## src/hdl/serial_pkg.sv

```systemverilog
// Constants, layouts and state record of the asynchronous serial block
// Function
// - Bit rate is crystal over 32 times divisor
// - Zero divisor stops the baud generator
// - Divisor split high five, low eight bits
// - Top high bits are test; bit five zero
// - Loop-back feeds transmitter into receiver internally
// - Open-drain option makes driven pins open-drain
// - Frame: start, eight or nine data, stop
// - Wake on quiet line or address mark
// - Short counts after start, long after stop
// - Parity generated and checked when enabled
// - Even or odd parity sense
// - Empty buffer flag with enable requests interrupt
// - Done flag with enable requests interrupt
// - Full or overrun with enable requests interrupt
// - Quiet flag with enable requests interrupt
// - Transmitter starts a frame only while enabled; a frame in progress still runs to its end
// - Receiver works only while enabled
// - Quiet detection needs a start bit before each quiet period
// - Transmit flags clear by status read, data write
// - Overrun set on early arrival, cleared by sequence
// - Sleep inhibits receive interrupts and quiet flag
// - Ninth bits held in high data register
package serial_pkg;

  // ==========================================================
  // Register indices (byte address is four times the index)
  localparam int         ADDR_W        = 9;
  localparam logic [6:0] OFS_BAUD_HIGH = 7'h70;
  localparam logic [6:0] OFS_BAUD_LOW  = 7'h71;
  localparam logic [6:0] OFS_CTRL_ONE  = 7'h72;
  localparam logic [6:0] OFS_CTRL_TWO  = 7'h73;
  localparam logic [6:0] OFS_FLAGS     = 7'h74;
  localparam logic [6:0] OFS_ACTIVE    = 7'h75;
  localparam logic [6:0] OFS_DATA_HIGH = 7'h76;
  localparam logic [6:0] OFS_DATA_LOW  = 7'h77;
  localparam logic [1:0] HTRANS_NONSEQ = 2'h2;

  // ==========================================================
  // Reset values and field positions
  localparam logic [12:0] BAUD_RST   = 13'h0004;
  localparam logic [7:0]  FLAGS_RST  = 8'hc0;
  localparam int          RX9_POS    = 7;
  localparam int          TX9_POS    = 6;
  localparam int          F_TBE      = 7;
  localparam int          F_TDN      = 6;
  localparam int          F_RXF      = 5;
  localparam int          F_QUIET    = 4;
  localparam int          F_OVR      = 3;
  localparam int          F_NOISE    = 2;
  localparam int          F_FRAME    = 1;
  localparam int          F_PAR      = 0;
  localparam logic [7:0]  TX_MASK    = 8'hc0;
  localparam logic [7:0]  RX_MASK    = 8'h3f;

  // ==========================================================
  // Frame timing in sample ticks and bits
  localparam logic [3:0] BITS_8   = 4'ha;
  localparam logic [3:0] BITS_9   = 4'hb;
  localparam logic [3:0] SMP_A    = 4'h7;
  localparam logic [3:0] SMP_B    = 4'h8;
  localparam logic [3:0] SMP_C    = 4'h9;
  localparam logic [3:0] PH_LAST  = 4'hf;

  // ==========================================================
  // Control register layouts
  typedef struct packed {
    logic loopback_select;
    logic serial_open_drain;
    logic gap;
    logic nine_bit_fmt;
    logic wake_by_mark;
    logic quiet_line_kind;
    logic parity_on;
    logic parity_odd_sel;
  } ctrl1_t;

  typedef struct packed {
    logic tx_empty_irq_en;
    logic tx_done_irq_en;
    logic rx_full_irq_en;
    logic quiet_irq_en;
    logic tx_on;
    logic rx_on;
    logic rx_sleep;
    logic send_break;
  } ctrl2_t;

  typedef struct packed {
    logic [1:0]  btest;
    logic [12:0] baud_divisor;
    ctrl1_t      c1;
    ctrl2_t      c2;
    logic [8:0]  tx_data;
    logic [7:0]  fl;
    logic [7:0]  arm;
    logic        tx_busy;
    logic [10:0] tx_sh;
    logic [3:0]  tx_cnt;
    logic [3:0]  tx_ph;
    logic        tx_line;
    logic        rx_busy;
    logic [3:0]  rx_ph;
    logic [3:0]  rx_idx;
    logic [8:0]  rx_sh;
    logic [1:0]  rx_smp;
    logic        rx_noise;
    logic [8:0]  rx_data;
    logic [3:0]  ones;
    logic        quiet_arm;
    logic [13:0] div;
    logic        tick;
    logic        rd_pend;
    logic        wr_pend;
    logic [6:0]  ri;
    logic [7:0]  rdata;
    logic        hready;
    logic        txd_out;
    logic        txd_oe;
    logic        irq;
  } state_t;

endpackage : serial_pkg

```

## src/hdl/serial_port.sv

```systemverilog
// Asynchronous serial transmitter, receiver, baud divider and AHB-Lite slave
//
// Chosen here: the AHB-Lite slave port.
`timescale 1ns/1ns
`default_nettype none
module serial_port
  import serial_pkg::*;
(
  input  wire logic              hclk,
  input  wire logic              hresetn,
  input  wire logic              hsel,
  input  wire logic [ADDR_W-1:0] haddr,
  input  wire logic [1:0]        htrans,
  input  wire logic              hwrite,
  input  wire logic [2:0]        hsize,
  input  wire logic              hready,
  input  wire logic [31:0]       hwdata,
  output logic      [31:0]       hrdata,
  output logic                   hreadyout,
  output logic                   hresp,
  input  wire logic              rxd_in,
  output logic                   txd_out,
  output logic                   txd_oe,
  output logic                   irq
);

  // ==========================================================
  // Helpers
  function automatic logic frame_par(input logic [8:0] d, input logic nine, input logic odd);
    frame_par = (nine ? ^d[7:0] : ^d[6:0]) ^ odd;
  endfunction : frame_par

  function automatic logic [3:0] inc_sat(input logic [3:0] x);
    inc_sat = (x == 4'hf) ? x : x + 4'h1;
  endfunction : inc_sat

  state_t      s;
  state_t      n;
  logic [13:0] lim;
  logic [8:0]  w;
  logic [8:0]  dat;
  logic        rxl;
  logic        nine;
  logic [3:0]  last;
  logic        v;
  logic        unan;
  logic        perr;
  logic        take;

  assign hrdata    = {24'h0, s.rdata};
  assign hreadyout = s.hready;
  assign hresp     = 1'b0;
  assign txd_out   = s.txd_out;
  assign txd_oe    = s.txd_oe;
  assign irq       = s.irq;

  // ==========================================================
  // Next state
  always_comb begin
    n    = s;
    nine = s.c1.nine_bit_fmt;
    last = (nine ? BITS_9 : BITS_8) - 4'h1;
    rxl  = s.c1.loopback_select ? s.tx_line : rxd_in;
    w    = s.tx_data;
    dat  = nine ? s.rx_sh : {1'b0, s.rx_sh[8:1]};
    v    = 1'b0;
    unan = 1'b1;
    perr = 1'b0;
    take = 1'b0;
    lim  = {s.baud_divisor, 1'b0} - 14'h1;

    // Baud generator, one sample tick every two times divisor clocks
    n.tick = 1'b0;
    if (s.baud_divisor == 13'h0) begin
      n.div = 14'h0;
    end else if (s.div >= lim) begin
      n.div  = 14'h0;
      n.tick = 1'b1;
    end else begin
      n.div = s.div + 14'h1;
    end

    // Bus data phase of a write
    if (s.wr_pend) begin
      case (s.ri)
        OFS_BAUD_HIGH: begin
          n.btest              = hwdata[7:6];
          n.baud_divisor[12:8] = hwdata[4:0];
        end
        OFS_BAUD_LOW:  n.baud_divisor[7:0] = hwdata[7:0];
        OFS_CTRL_ONE: begin
          n.c1     = ctrl1_t'(hwdata[7:0]);
          n.c1.gap = 1'b0;
        end
        OFS_CTRL_TWO:  n.c2 = ctrl2_t'(hwdata[7:0]);
        OFS_DATA_HIGH: n.tx_data[8] = hwdata[TX9_POS];
        OFS_DATA_LOW: begin
          n.tx_data[7:0] = hwdata[7:0];
          n.fl           = s.fl & ~(s.arm & TX_MASK);
          n.arm          = s.arm & ~TX_MASK;
        end
        default: ;
      endcase
    end

    // Bus read answer, one wait state
    n.rdata  = 8'h0;
    n.hready = 1'b1;
    if (s.rd_pend) begin
      case (s.ri)
        OFS_BAUD_HIGH: n.rdata = {s.btest, 1'b0, s.baud_divisor[12:8]};
        OFS_BAUD_LOW:  n.rdata = s.baud_divisor[7:0];
        OFS_CTRL_ONE:  n.rdata = s.c1;
        OFS_CTRL_TWO:  n.rdata = s.c2;
        OFS_FLAGS: begin
          n.rdata = s.fl;
          n.arm   = s.arm | s.fl;
        end
        OFS_ACTIVE:    n.rdata = {7'h0, s.rx_busy};
        OFS_DATA_HIGH: n.rdata = {s.rx_data[8], s.tx_data[8], 6'h0};
        OFS_DATA_LOW: begin
          n.rdata = s.rx_data[7:0];
          n.fl    = s.fl & ~(s.arm & RX_MASK);
          n.arm   = s.arm & ~RX_MASK;
        end
        default: ;
      endcase
    end

    // Bus address phase
    n.rd_pend = 1'b0;
    n.wr_pend = 1'b0;
    if (hsel && hready && htrans == HTRANS_NONSEQ) begin
      n.ri      = haddr[ADDR_W-1:2];
      n.rd_pend = !hwrite;
      n.wr_pend = hwrite;
      n.hready  = hwrite;
    end

    // Transmitter
    if (s.tick) begin
      if (s.tx_busy) begin
        n.tx_ph = s.tx_ph + 4'h1;
        if (s.tx_ph == PH_LAST) begin
          n.tx_sh  = {1'b1, s.tx_sh[10:1]};
          n.tx_cnt = s.tx_cnt - 4'h1;
          if (s.tx_cnt == 4'h1) begin
            n.tx_busy = 1'b0;
          end
        end
      end else if (s.c2.tx_on && !n.fl[F_TBE]) begin
        // Take the character being written this cycle, not the stale one
        w = n.tx_data;
        if (s.c1.parity_on) begin
          if (nine) begin
            w[8] = frame_par(n.tx_data, 1'b1, s.c1.parity_odd_sel);
          end else begin
            w[7] = frame_par(n.tx_data, 1'b0, s.c1.parity_odd_sel);
          end
        end
        n.tx_sh     = nine ? {1'b1, w, 1'b0} : {2'h3, w[7:0], 1'b0};
        n.tx_cnt    = nine ? BITS_9 : BITS_8;
        n.tx_busy   = 1'b1;
        n.tx_ph     = 4'h0;
        n.fl[F_TBE] = 1'b1;
      end
    end
    if (!n.tx_busy && n.fl[F_TBE]) begin
      n.fl[F_TDN] = 1'b1;
    end
    n.tx_line = n.tx_busy ? n.tx_sh[0] : !(n.c2.send_break && n.c2.tx_on);

    // Receiver
    if (!s.c2.rx_on) begin
      n.rx_busy = 1'b0;
      n.rx_ph   = 4'h0;
    end else if (s.tick) begin
      n.rx_ph = s.rx_ph + 4'h1;
      if (!s.rx_busy) begin
        if (!rxl) begin
          n.rx_busy   = 1'b1;
          n.rx_ph     = 4'h1;
          n.rx_idx    = 4'h0;
          n.rx_noise  = 1'b0;
          n.quiet_arm = 1'b1;
          if (s.c1.quiet_line_kind) begin
            n.ones = 4'h0;
          end
        end else if (s.rx_ph == PH_LAST) begin
          n.ones = inc_sat(s.ones);
        end
      end else begin
        if (s.rx_ph == SMP_A || s.rx_ph == SMP_B) begin
          n.rx_smp = {s.rx_smp[0], rxl};
        end
        if (s.rx_ph == SMP_C) begin
          v          = (s.rx_smp[1] & s.rx_smp[0]) | (rxl & (s.rx_smp[1] | s.rx_smp[0]));
          unan       = (&{s.rx_smp, rxl}) | !(|{s.rx_smp, rxl});
          n.rx_noise = s.rx_noise | !unan;
          n.rx_idx   = s.rx_idx + 4'h1;
          if (s.rx_idx == 4'h0) begin
            n.rx_busy = !v;
          end else if (s.rx_idx < last) begin
            n.rx_sh = {v, s.rx_sh[8:1]};
            if (!s.c1.quiet_line_kind) begin
              n.ones = v ? inc_sat(s.ones) : 4'h0;
            end
          end else begin
            n.rx_busy = 1'b0;
            n.ones    = (v && !s.c1.quiet_line_kind) ? inc_sat(s.ones) : 4'h0;
            perr      = s.c1.parity_on
                        && (frame_par(dat, nine, s.c1.parity_odd_sel) != (nine ? dat[8] : dat[7]));
            take      = !s.c2.rx_sleep || (s.c1.wake_by_mark && s.rx_sh[8]);
            if (take) begin
              n.c2.rx_sleep = 1'b0;
              if (n.fl[F_RXF]) begin
                n.fl[F_OVR] = 1'b1;
              end else begin
                n.rx_data     = dat;
                n.fl[F_RXF]   = 1'b1;
                n.fl[F_NOISE] = s.fl[F_NOISE] | n.rx_noise;
                n.fl[F_FRAME] = s.fl[F_FRAME] | !v;
                n.fl[F_PAR]   = s.fl[F_PAR] | perr;
              end
            end
          end
        end
      end
    end

    // Quiet line detection and wakeup
    if (s.c2.rx_on && !n.rx_busy && n.quiet_arm && n.ones >= (nine ? BITS_9 : BITS_8)) begin
      n.quiet_arm = 1'b0;
      if (!n.c2.rx_sleep) begin
        n.fl[F_QUIET] = 1'b1;
      end else if (!s.c1.wake_by_mark) begin
        n.c2.rx_sleep = 1'b0;
      end
    end

    // Pins and interrupt request
    n.txd_oe  = s.c2.tx_on && !s.c1.loopback_select
                && (!s.c1.serial_open_drain || !s.tx_line);
    n.txd_out = s.tx_line && !s.c1.serial_open_drain;
    n.irq     = (s.c2.tx_empty_irq_en && s.fl[F_TBE])
                || (s.c2.tx_done_irq_en && s.fl[F_TDN])
                || (s.c2.rx_full_irq_en && !s.c2.rx_sleep
                    && (s.fl[F_RXF] || s.fl[F_OVR]))
                || (s.c2.quiet_irq_en && s.fl[F_QUIET] && !s.c2.rx_sleep);
  end

  // ==========================================================
  // State register
  always_ff @(posedge hclk or negedge hresetn) begin
    if (!hresetn) begin
      s              <= '0;
      s.baud_divisor <= BAUD_RST;
      s.fl           <= FLAGS_RST;
      s.tx_line      <= 1'b1;
      s.hready       <= 1'b1;
    end else begin
      s <= n;
    end
  end
endmodule : serial_port
`default_nettype wire

```

## config.mk

```make
export PLATFORM = sky130hd
export DESIGN_NAME = serial_port
export DESIGN_NICKNAME = d
export VERILOG_FILES = /design/src/hdl/serial_pkg.sv /design/src/hdl/serial_port.sv
export SDC_FILE = /design/constraint.sdc
export NUM_CORES = 1
export LEC_CHECK = 0
export BUFFER_PORTS_ARGS = -buffer_cell sky130_fd_sc_hd__buf_2
export CAP_MARGIN = 10
export CORE_ASPECT_RATIO = 2
export CORE_MARGIN = 8
export CORE_UTILIZATION = 51
export DETAILED_ROUTE_END_ITERATION = 8
export GPL_TIMING_DRIVEN = 1
export PLACE_DENSITY = 0.71
export SYNTH_ARGS = -nofsm -noshare
export SYNTH_HDL_FRONTEND = slang
export SYNTH_SLANG_ARGS = --single-unit
```

## constraint.sdc

```tcl
create_clock -name hclk -period 4.86 [get_ports hclk]
set_clock_uncertainty 0.1 [all_clocks]
set_input_delay 0.243 -clock hclk [delete_from_list [all_inputs] [get_ports hclk]]
set_output_delay 0.243 -clock hclk [all_outputs]
set_load 0.02 [all_outputs]
```

; After elaboration in Yosys (flattened, before gate mapping)
; Index checks and enable logic that the tools add are counted.
[op_classes]
muxes = 97
n_reduce_logical = 59
addsub = 8
magnitude_cmp = 3
n_eq_ne = 22
bitwise_logic = 20
[ops]
columns = operator, n
row1 = two-way mux 9 bit, 9
row2 = two-way mux 4 bit, 19
row3 = one-hot mux 8 bit (8 select lines), 1
row4 = two-way mux 20 bit, 3
row5 = "equality test 7 bit, second input constant", 8
row6 = two-way mux 1 bit, 45
row7 = two-way mux 14 bit, 3
row8 = two-way mux 35 bit, 1
row9 = two-way mux 16 bit, 2
row10 = two-way mux 29 bit, 1
row11 = two-way mux 13 bit, 2
row12 = two-way mux 24 bit, 1
row13 = "equality test 4 bit, second input constant", 5
row14 = logical AND 1 bit, 20
row15 = "adder 4 x 1 -> 4 bit, second input constant", 4
row16 = bitwise AND 8 bit, 2
row17 = two-way mux 8 bit, 2
row18 = one-hot mux 8 bit (2 select lines), 1
row19 = XOR reduction 8 bit, 2
row20 = "adder 14 x 1 -> 14 bit, second input constant", 1
row21 = greater-or-equal comparator 14 bit, 1
row22 = XOR reduction 7 bit, 2
row23 = "subtractor 14 x 1 -> 14 bit, second input constant", 1
row24 = logical NOT 1 bit, 13
row25 = other kinds (31), 60
[word_totals]
inputBits = 52
ff_bits = 147
out_inout_bits = 37
word_cells = 256

; Depth between registers and ports, before layout
; Gate-level depths: netlist of the first run.
[logic_depth]
depth_word = 19
ltp_mapped = 16
mapped_depth_nobuf = 15

; Worst setup path after synthesis of the first run
; OpenSTA, ideal clock, no wires.
[synth_timing]
path_kind = register -> register
from = register s (netlist bit nine)
to = register s[36] (netlist name)
setup_ps = 66
n_path_buf = 1
arrival_ps = 3507
required_time_ps = 4694
path_stages_with_launch = 17
synth_period_minus_slack_ps = 3674
slack_ps = 1186
cell_sequence = dfrtp_1 -> buf_1 -> inv_1 -> ha_1 -> o21a_1 -> o31a_1 -> o21ai_0 -> a41oi_2 -> mux2i_1 -> a21oi_1 -> o21a_1 -> ha_1 -> or2b_1 -> nand3_1 -> o21ai_2 -> a211oi_4 -> o32a_1
[synth_lines]
columns = item, line_no
row1 = start: declaration, serial_port.sv:37  ; state_t s;
row2 = start signal: assignment, serial_port.sv:262  ; s <= n;

==> results of run 1 <==
## layer usage
layer | track usage [%] | routed length (µm)
met3 | 3.79 | 796
met5 | 0 | 0
met1 | 23.1 | 7930
met2 | 29.8 | 8990
met4 | 8.73 | 519
## timing repair
item,4_1_cts,5_1_grt
hold buffers,9,0
hold endpoints to repair,112,0
endpoints found under the setup margin,0,0
## Yosys cell counts, drive strengths merged, types with 5 or more instances
library cell,count
dfrtp,142
nand2,64
mux2,55
nor2,50
o21ai,44
buf,43
a21oi,42
ha,26
xnor2,26
nand3,24
nor3,23
inv,22
clkbuf,20
xor2,19
mux2i,16
a22oi,12
a31oi,11
and3,10
and2,9
nor2b,7
or3,7
nand2b,6
nor3b,6
a21o,5
a22o,5
dfstp,5
nand4,5
o211ai,5
## critical path, cell delays in order (launching register included)
cell and delay (ns):
sky130_fd_sc_hd__dfrtp_1 0.37, sky130_fd_sc_hd__inv_1 0.18, sky130_fd_sc_hd__ha_1 0.27, sky130_fd_sc_hd__o21a_1 0.12, sky130_fd_sc_hd__o31a_1 0.27, sky130_fd_sc_hd__o21ai_0 0.43, sky130_fd_sc_hd__a41oi_2 0.11, sky130_fd_sc_hd__mux2i_1 0.16
sky130_fd_sc_hd__a21oi_1 0.09, sky130_fd_sc_hd__o21a_1 0.20, sky130_fd_sc_hd__ha_1 0.28, sky130_fd_sc_hd__or2b_1 0.28, sky130_fd_sc_hd__nand3_1 0.13, sky130_fd_sc_hd__o21ai_2 0.09, sky130_fd_sc_hd__a211oi_4 0.30, sky130_fd_sc_hd__o32a_1 0.21
## final cells by class
type / instances / area share, %
Tap cell: 201 / 2.81
Inverter: 22 / 0.923
Sequential cell: 147 / 41.2
Multi-Input combinational cell: 566 / 44.3
Timing Repair Buffer: 53 / 3.82
Clock buffer: 24 / 5.61
Clock inverter: 8 / 1.36
## flip-flops by register name (all words and copies together), names as in the netlist
name / count
txd_out: 1
nine: 1
s: 134
hrdata: 8
hreadyout: 1
txd_oe: 1
irq: 1
## stage by stage
stage | utilization (%) | total power, µW
after floorplan | - | 1880
after global placement | 52.7 | 2010
after detailed placement | 52.7 | 2040
after CTS | 57.3 | 3420
after global routing | 57.3 | 3560
final | 57.3 | 3400
## how the worst max path moves through the flow
stage,cells past startpoint,end,slack (ns)
6_report,15,s[36],1.21
5_1_grt,12,s[35],0.88
4_1_cts,12,s[23],1.19
3_5_place_dp,15,s[36],1.21
3_3_place_gp,15,s[104],1.30
2_1_floorplan,16,s[36],1.19
## cell families after synthesis
kind of cell	after synthesis	share of synthesized area, %
flip-flops	147	46.0
buffers and inverters	85	5.66
other	1	0.0468
multiplexers	75	10.9
AO/OA/AOI/OAI	161	13.4
XOR/XNOR	46	5.20
adder cells (fa/ha/maj)	27	4.23
AND/OR/NAND/NOR	232	14.5
## power by group
| part | switching (µW) | total, µW | internal [µW] |
|---|---|---|---|
| combinational | 294 | 539 | 245 |
| clock | 498 | 1370 | 875 |
| sequential | 126 | 1490 | 1360 |
==> metrics list, run 1 <==
- The run finished with clean final reports.
* Multi-input gate area: 0.00396 mm²
- After synthesis, the largest area contributor takes up 44.4% of total cell area.
- Summed over all failing endpoints, the final setup total negative slack is 0 ns.
- The total overflow left after global routing is 0.
- The routed layout has 5,865 vias.
- Detailed-routing iteration count for the pre-antenna-repair pass: 5
- Maximum clock frequency: 274 MHz
- Die area: 0.0202 mm²
- The biggest area contributor in the post-synthesis netlist is sky130_fd_sc_hd__dfrtp_1.
- After detailed routing, the number of remaining DRC violations is 0.
- Entering global routing, the biggest net connects 107 pins.
- The final count of pins violating max slew is 0.
- Once placement completed, the tool counted placed cells totaling 980.
- Final setup violation count: 0
- End point of the worst hold path: s[147]
- 0 antenna diodes ended up in the layout.
- Clock transition at the registers of the reported paths: 0.06 ns
* Total I/O pin count: 89
- Class of the worst hold path: input port to flop
- The tree built by TritonCTS fans out to 147 sinks.
- Largest cells by area after synthesis: sky130_fd_sc_hd__dfrtp_1 (44%), sky130_fd_sc_hd__mux2_2 (7.6%), sky130_fd_sc_hd__ha_1 (4.1%)
* Number of nets in the final layout: 885
- After detailed routing, the number of vias per cell comes to 5.74.
- Global placer's final weighted congestion: 0.858
* Site Rows: 65
- Area of the mapped netlist: 0.00801 mm²
* Cell variety after synth: 79
- In this run the most critical hold path is launched from hwdata[7].
- For this run, the register share of the synthesized area comes to 46.0%.
- TritonCTS built the clock tree.
- The core region is 0.0156 mm².
- Layout Cell Area excl Fill: 0.00894 mm²
- In this run the horizontal extent of the chip is 105 µm.
- Die Height: 193 µm
- The detail route stage leaves a number of antenna-violating nets equal to 0.
* Most used flip-flop cell after synthesis: sky130_fd_sc_hd__dfrtp_1
* Clock tree buffer depth: 2
* Post-layout instance count excluding filler cells: 1,021
- Peak supply drop: 0.000245 V
- The worst setup path is launched from a flop.
* Fraction of layout instances using a drive strength above 1: 18.7%
- Along the worst path, the maximum fanout reaches 4.
- Data arrival time of the critical path: 3.91 ns
* Number of fill cells in the layout: 1,352
* Power density cells: 380 mW/mm²
* Worst Hold Slack: 0.0637 ns
- Most common cell after layout, fill and taps aside: sky130_fd_sc_hd__dfrtp_1
- The number of antenna violations at the first check in global routing came to 0.
- Worst Setup SP: nine
* Area Growth Syn to Fin: 11.7%
- Clock latency on the worst-skew pair: 0.42 ns
* Yosys warns: 0
- The via count of the first global-routing pass came to 5,954.
* Crit Path Category: flop to flop
- Max cap viols: 0
* Length in cells of the worst reg-to-reg path: 15
- Wire length of the first global-routing pass: 30,400 µm
- The worst register-to-register path ends at s[36].
- Number of DRC markers after the initial detailed-route iteration: 378
- Worst hold path stage count: 2
* Setup repair after global routing missed its margin: false
* Seq cells post-synth: 147
- Final critical-path required period: 3.65 ns
* Total CTS buffers: 17
- Placed standard-cell area: 0.00823 mm²
- Final setup slack of the worst path: 1.21 ns
- Fraction of registers with async set/reset: 100%
- The final hold violation count is 0.
* R2R setup slack: 1.21 ns
- Final clock period utilization by the worst path: 75.2%
- OpenSTA, run right after detailed placement, puts the worst setup slack at 1.21 ns.
* Wire length per cell: 17.9 µm
- Post-cts repair resize count: 0
- Number of port buffers: 34
* Setup repair bufs after CTS: 0
* Global Route Usage Sum: 18.5%
* Worst path required time: 5.11 ns
- Leading cell types in the layout, fill and taps excluded: sky130_fd_sc_hd__dfrtp_1 (142), sky130_fd_sc_hd__nand2_1 (64), sky130_fd_sc_hd__mux2_2 (54)
- Clock tree root driver cell: sky130_fd_sc_hd__clkbuf_16
- The worst setup path is captured at a flop.
- Half-perimeter wire length after detailed placement: 12,600 µm
- In this run the tightest slew margin relative to its limit is 34.9%.
* Storage cell area: 0.00368 mm²
- Maximum level of the CTS H-tree: 4
* Synthesized netlist cell count: 774
* Mean instance size in the synthesized netlist: 10.3 µm²
- Tightest Pin Transition: 0.976 ns
* Drt total wl: 18,200 µm
- Critical R2R Launch: nine
- Leakage component of the power: 0.00406 µW
- Counting flops with a built-in enable in the synthesized netlist gives 0.
- Starting utilization of the core area: 51.3%
Note: power is estimated with default switching activity, not from simulation.
==> inputs of run 2 (changes only) <==
==> constraint.sdc (replaced) <==
create_clock -name hclk -period 3.4 [get_ports hclk]
set_clock_uncertainty 0.1 [all_clocks]
set_input_delay 0.17 -clock hclk [delete_from_list [all_inputs] [get_ports hclk]]
set_output_delay 0.17 -clock hclk [all_outputs]
set_load 0.02 [all_outputs]
==> metrics list, run 2 (synthesis results as in run 1) <==
- The area growth from synthesis to layout is 14.8%.
- Final clock period utilization by the worst path: 95.5%
- Global Route Usage Sum: 18.4%
- TritonCTS clock tree: built
- The finished cells cover 0.00919 mm².
- Final count of hold timing violations: 0
* Final setup violation count: 0
- Site Rows: 65
* Startpoint Class: flop
* Power density cells: 532 mW/mm²
- Worst path required time: 3.66 ns
- Drt drc: 0
- The tree is rooted in a sky130_fd_sc_hd__clkbuf_16.
- Result of the run: completed
- Setup repair after global routing missed its margin: false
- In this run the worst path has a maximum fanout of 5.
* Data arrival time of the critical path: 3.50 ns
- Chip Width: 105 µm
* Type of destination of the critical path: flop
* Number of nets in the final layout: 909
* Clock latency on the worst-skew pair: 0.42 ns
* Placed instance count: 1,000
- Detailed-routing iteration count for the pre-antenna-repair pass: 5
- Vias per std cell: 5.74
* Fraction of layout instances using a drive strength above 1: 21.4%
- Leaving out fill and tap cells, the most frequent cell in the layout is sky130_fd_sc_hd__dfrtp_1.
* Half-perimeter wire length after detailed placement: 13,100 µm
- The via count of the first global-routing pass is 5,994.
* Leakage component of the power: 0.00419 µW
- At the end of routability-driven placement, the weighted congestion stood at 0.874.
- The tightest min-delay check is of the input port to flop type.
* Starting utilization of the core area: 51.3%
- The routed design has 18,400 µm of wire.
- Normalized max-slew margin: 56.5%
* Total CTS buffers: 17
* Number of DRC markers after the initial detailed-route iteration: 290
- After clock tree synthesis, the clock-pin slew on the worst setup and hold paths is 0.06 ns.
- Crit Path Category: flop to flop
* Total negative setup slack: 0 ns
* Max cap viols: 0
* Final slew viol count: 0
* Core region area: 0.0156 mm²
- Measured along the y axis, the die boundary spans 193 µm.
- The worst path in the final design needs a cycle of 3.25 ns, including I/O delays and setup.
* Register with the most flip-flops: s
* Leading cell types in the layout, fill and taps excluded: sky130_fd_sc_hd__dfrtp_1 (142), sky130_fd_sc_hd__nand2_1 (62), sky130_fd_sc_hd__mux2_2 (54)
- The detail route stage leaves a number of antenna-violating nets equal to 0.
- The placed instances occupy a cell area of 0.00839 mm².
* Number of antenna violations at the first check in global routing: 0
- Wire length of the first global-routing pass: 30,400 µm
* Antenna cell count: 0
- Wire length per cell: 17.6 µm
* Number of flip-flops in the largest register: 134
* Number of clock sinks: 147
- The total overflow left after global routing is 0.
- Static timing analysis puts the maximum clock frequency at 308 MHz.
- Maximum number of pins on one net before global-route repair: 60
- Tightest Pin Transition: 0.649 ns
- In this run the count of I/O pins placed on the die edge is 89.
* Vias after detailed routing: 6,003
- The clock tree synthesis step divided the H-tree into 4 levels.
- Number of port buffers: 34
- Post-layout instance count excluding filler cells: 1,045
* Die area: 0.0202 mm²
* Peak supply drop: 0.000452 V
- The longest clock path from root to sink contains 2 buffers.
run 2: changes by cell type in the layout (fill, tap and decap cells not counted), moves of 2 or more:
| cell | change |
|---|---|
| sky130_fd_sc_hd__nand2_2 | +2 |
| sky130_fd_sc_hd__nand2_1 | -2 |
| sky130_fd_sc_hd__clkinvlp_4 | +2 |
| sky130_fd_sc_hd__clkbuf_8 | -4 |
| sky130_fd_sc_hd__clkinv_4 | +3 |
| sky130_fd_sc_hd__dlygate4sd3_1 | +3 |
| sky130_fd_sc_hd__buf_4 | +20 |
run 2: final timing paths:
path / slack [ns] / depth (start not counted) / endpoint / startpoint
min: 0.02 / 2 / s[124] / hwdata[7]
max in group asynchronous: 2.20 / 3 / s[90] / hresetn
max: 0.15 / 13 / s[36] / s[132]
min reg2reg: 0.37 / 1 / s[90] / s[90]
min in group asynchronous: 0.18 / 2 / s[33] / hresetn
max reg2reg: 0.15 / 13 / s[36] / s[132]
run 2: stage by stage:
step / hold WS (ns) / util [%] / total power (µW) / setup WS, ns
after floorplan: -0.226 / - / 2690 / 0.0169
after global placement: 0.0700 / 53.8 / 2890 / 0.131
after global routing: 0.0226 / 58.9 / 5110 / 0.00183
final: 0.0208 / 58.9 / 4890 / 0.153
after detailed placement: 0.0742 / 53.8 / 2920 / 0.00139
after CTS: 0.00595 / 58.5 / 4910 / 0.0495
run 2: per-layer routing:
metal  track usage [%]  part of all wire, %  vias to the layer above
met3              3.83                  4.3                       31
met1              22.9                   43                     2994
met5                 0                    0                        -
li1                  -                    -                     2835
met2              30.6                   50                      143
met4              7.14                  2.3                        0
run 2: critical path, stage by stage (launching register included):
cell and delay [ns]:
sky130_fd_sc_hd__dfrtp_1 0.40, sky130_fd_sc_hd__mux2_4 0.32, sky130_fd_sc_hd__maj3_4 0.37, sky130_fd_sc_hd__and2_4 0.20
sky130_fd_sc_hd__a41oi_4 0.24, sky130_fd_sc_hd__mux2i_1 0.10, sky130_fd_sc_hd__a21oi_1 0.17, sky130_fd_sc_hd__o21a_1 0.14
sky130_fd_sc_hd__ha_1 0.22, sky130_fd_sc_hd__or2b_1 0.28, sky130_fd_sc_hd__nand3_1 0.12, sky130_fd_sc_hd__o21ai_2 0.07
sky130_fd_sc_hd__a211oi_4 0.26, sky130_fd_sc_hd__o32a_1 0.20
run 2: power breakdown:
part | internal (µW) | leakage (µW) | total, µW | switching [µW]
registers | 1940 | 0.00186 | 2110 | 166
logic | 365 | 0.00203 | 807 | 442
clock network | 1250 | 0.000299 | 1970 | 726
run 2: cell type report:
class / count / area, µm²
tap: 201 / 251
clock buffer: 19 / 443
clock inverter: 13 / 184
timing repair buffer: 77 / 542
inverter: 22 / 82.6
sequential: 147 / 3680
multi-input combinational: 566 / 4000
fill: 1334 / 6420
run 2: timing repair:
| item | in CTS | in global routing |
|---|---|---|
| hold endpoints to repair | 69 | 0 |
| gates resized for setup | 1 | 8 |
| pin swaps | 0 | 3 |
| setup endpoints to repair | 13 | 17 |
| setup buffers | 0 | 1 |
| hold buffers | 12 | 0 |
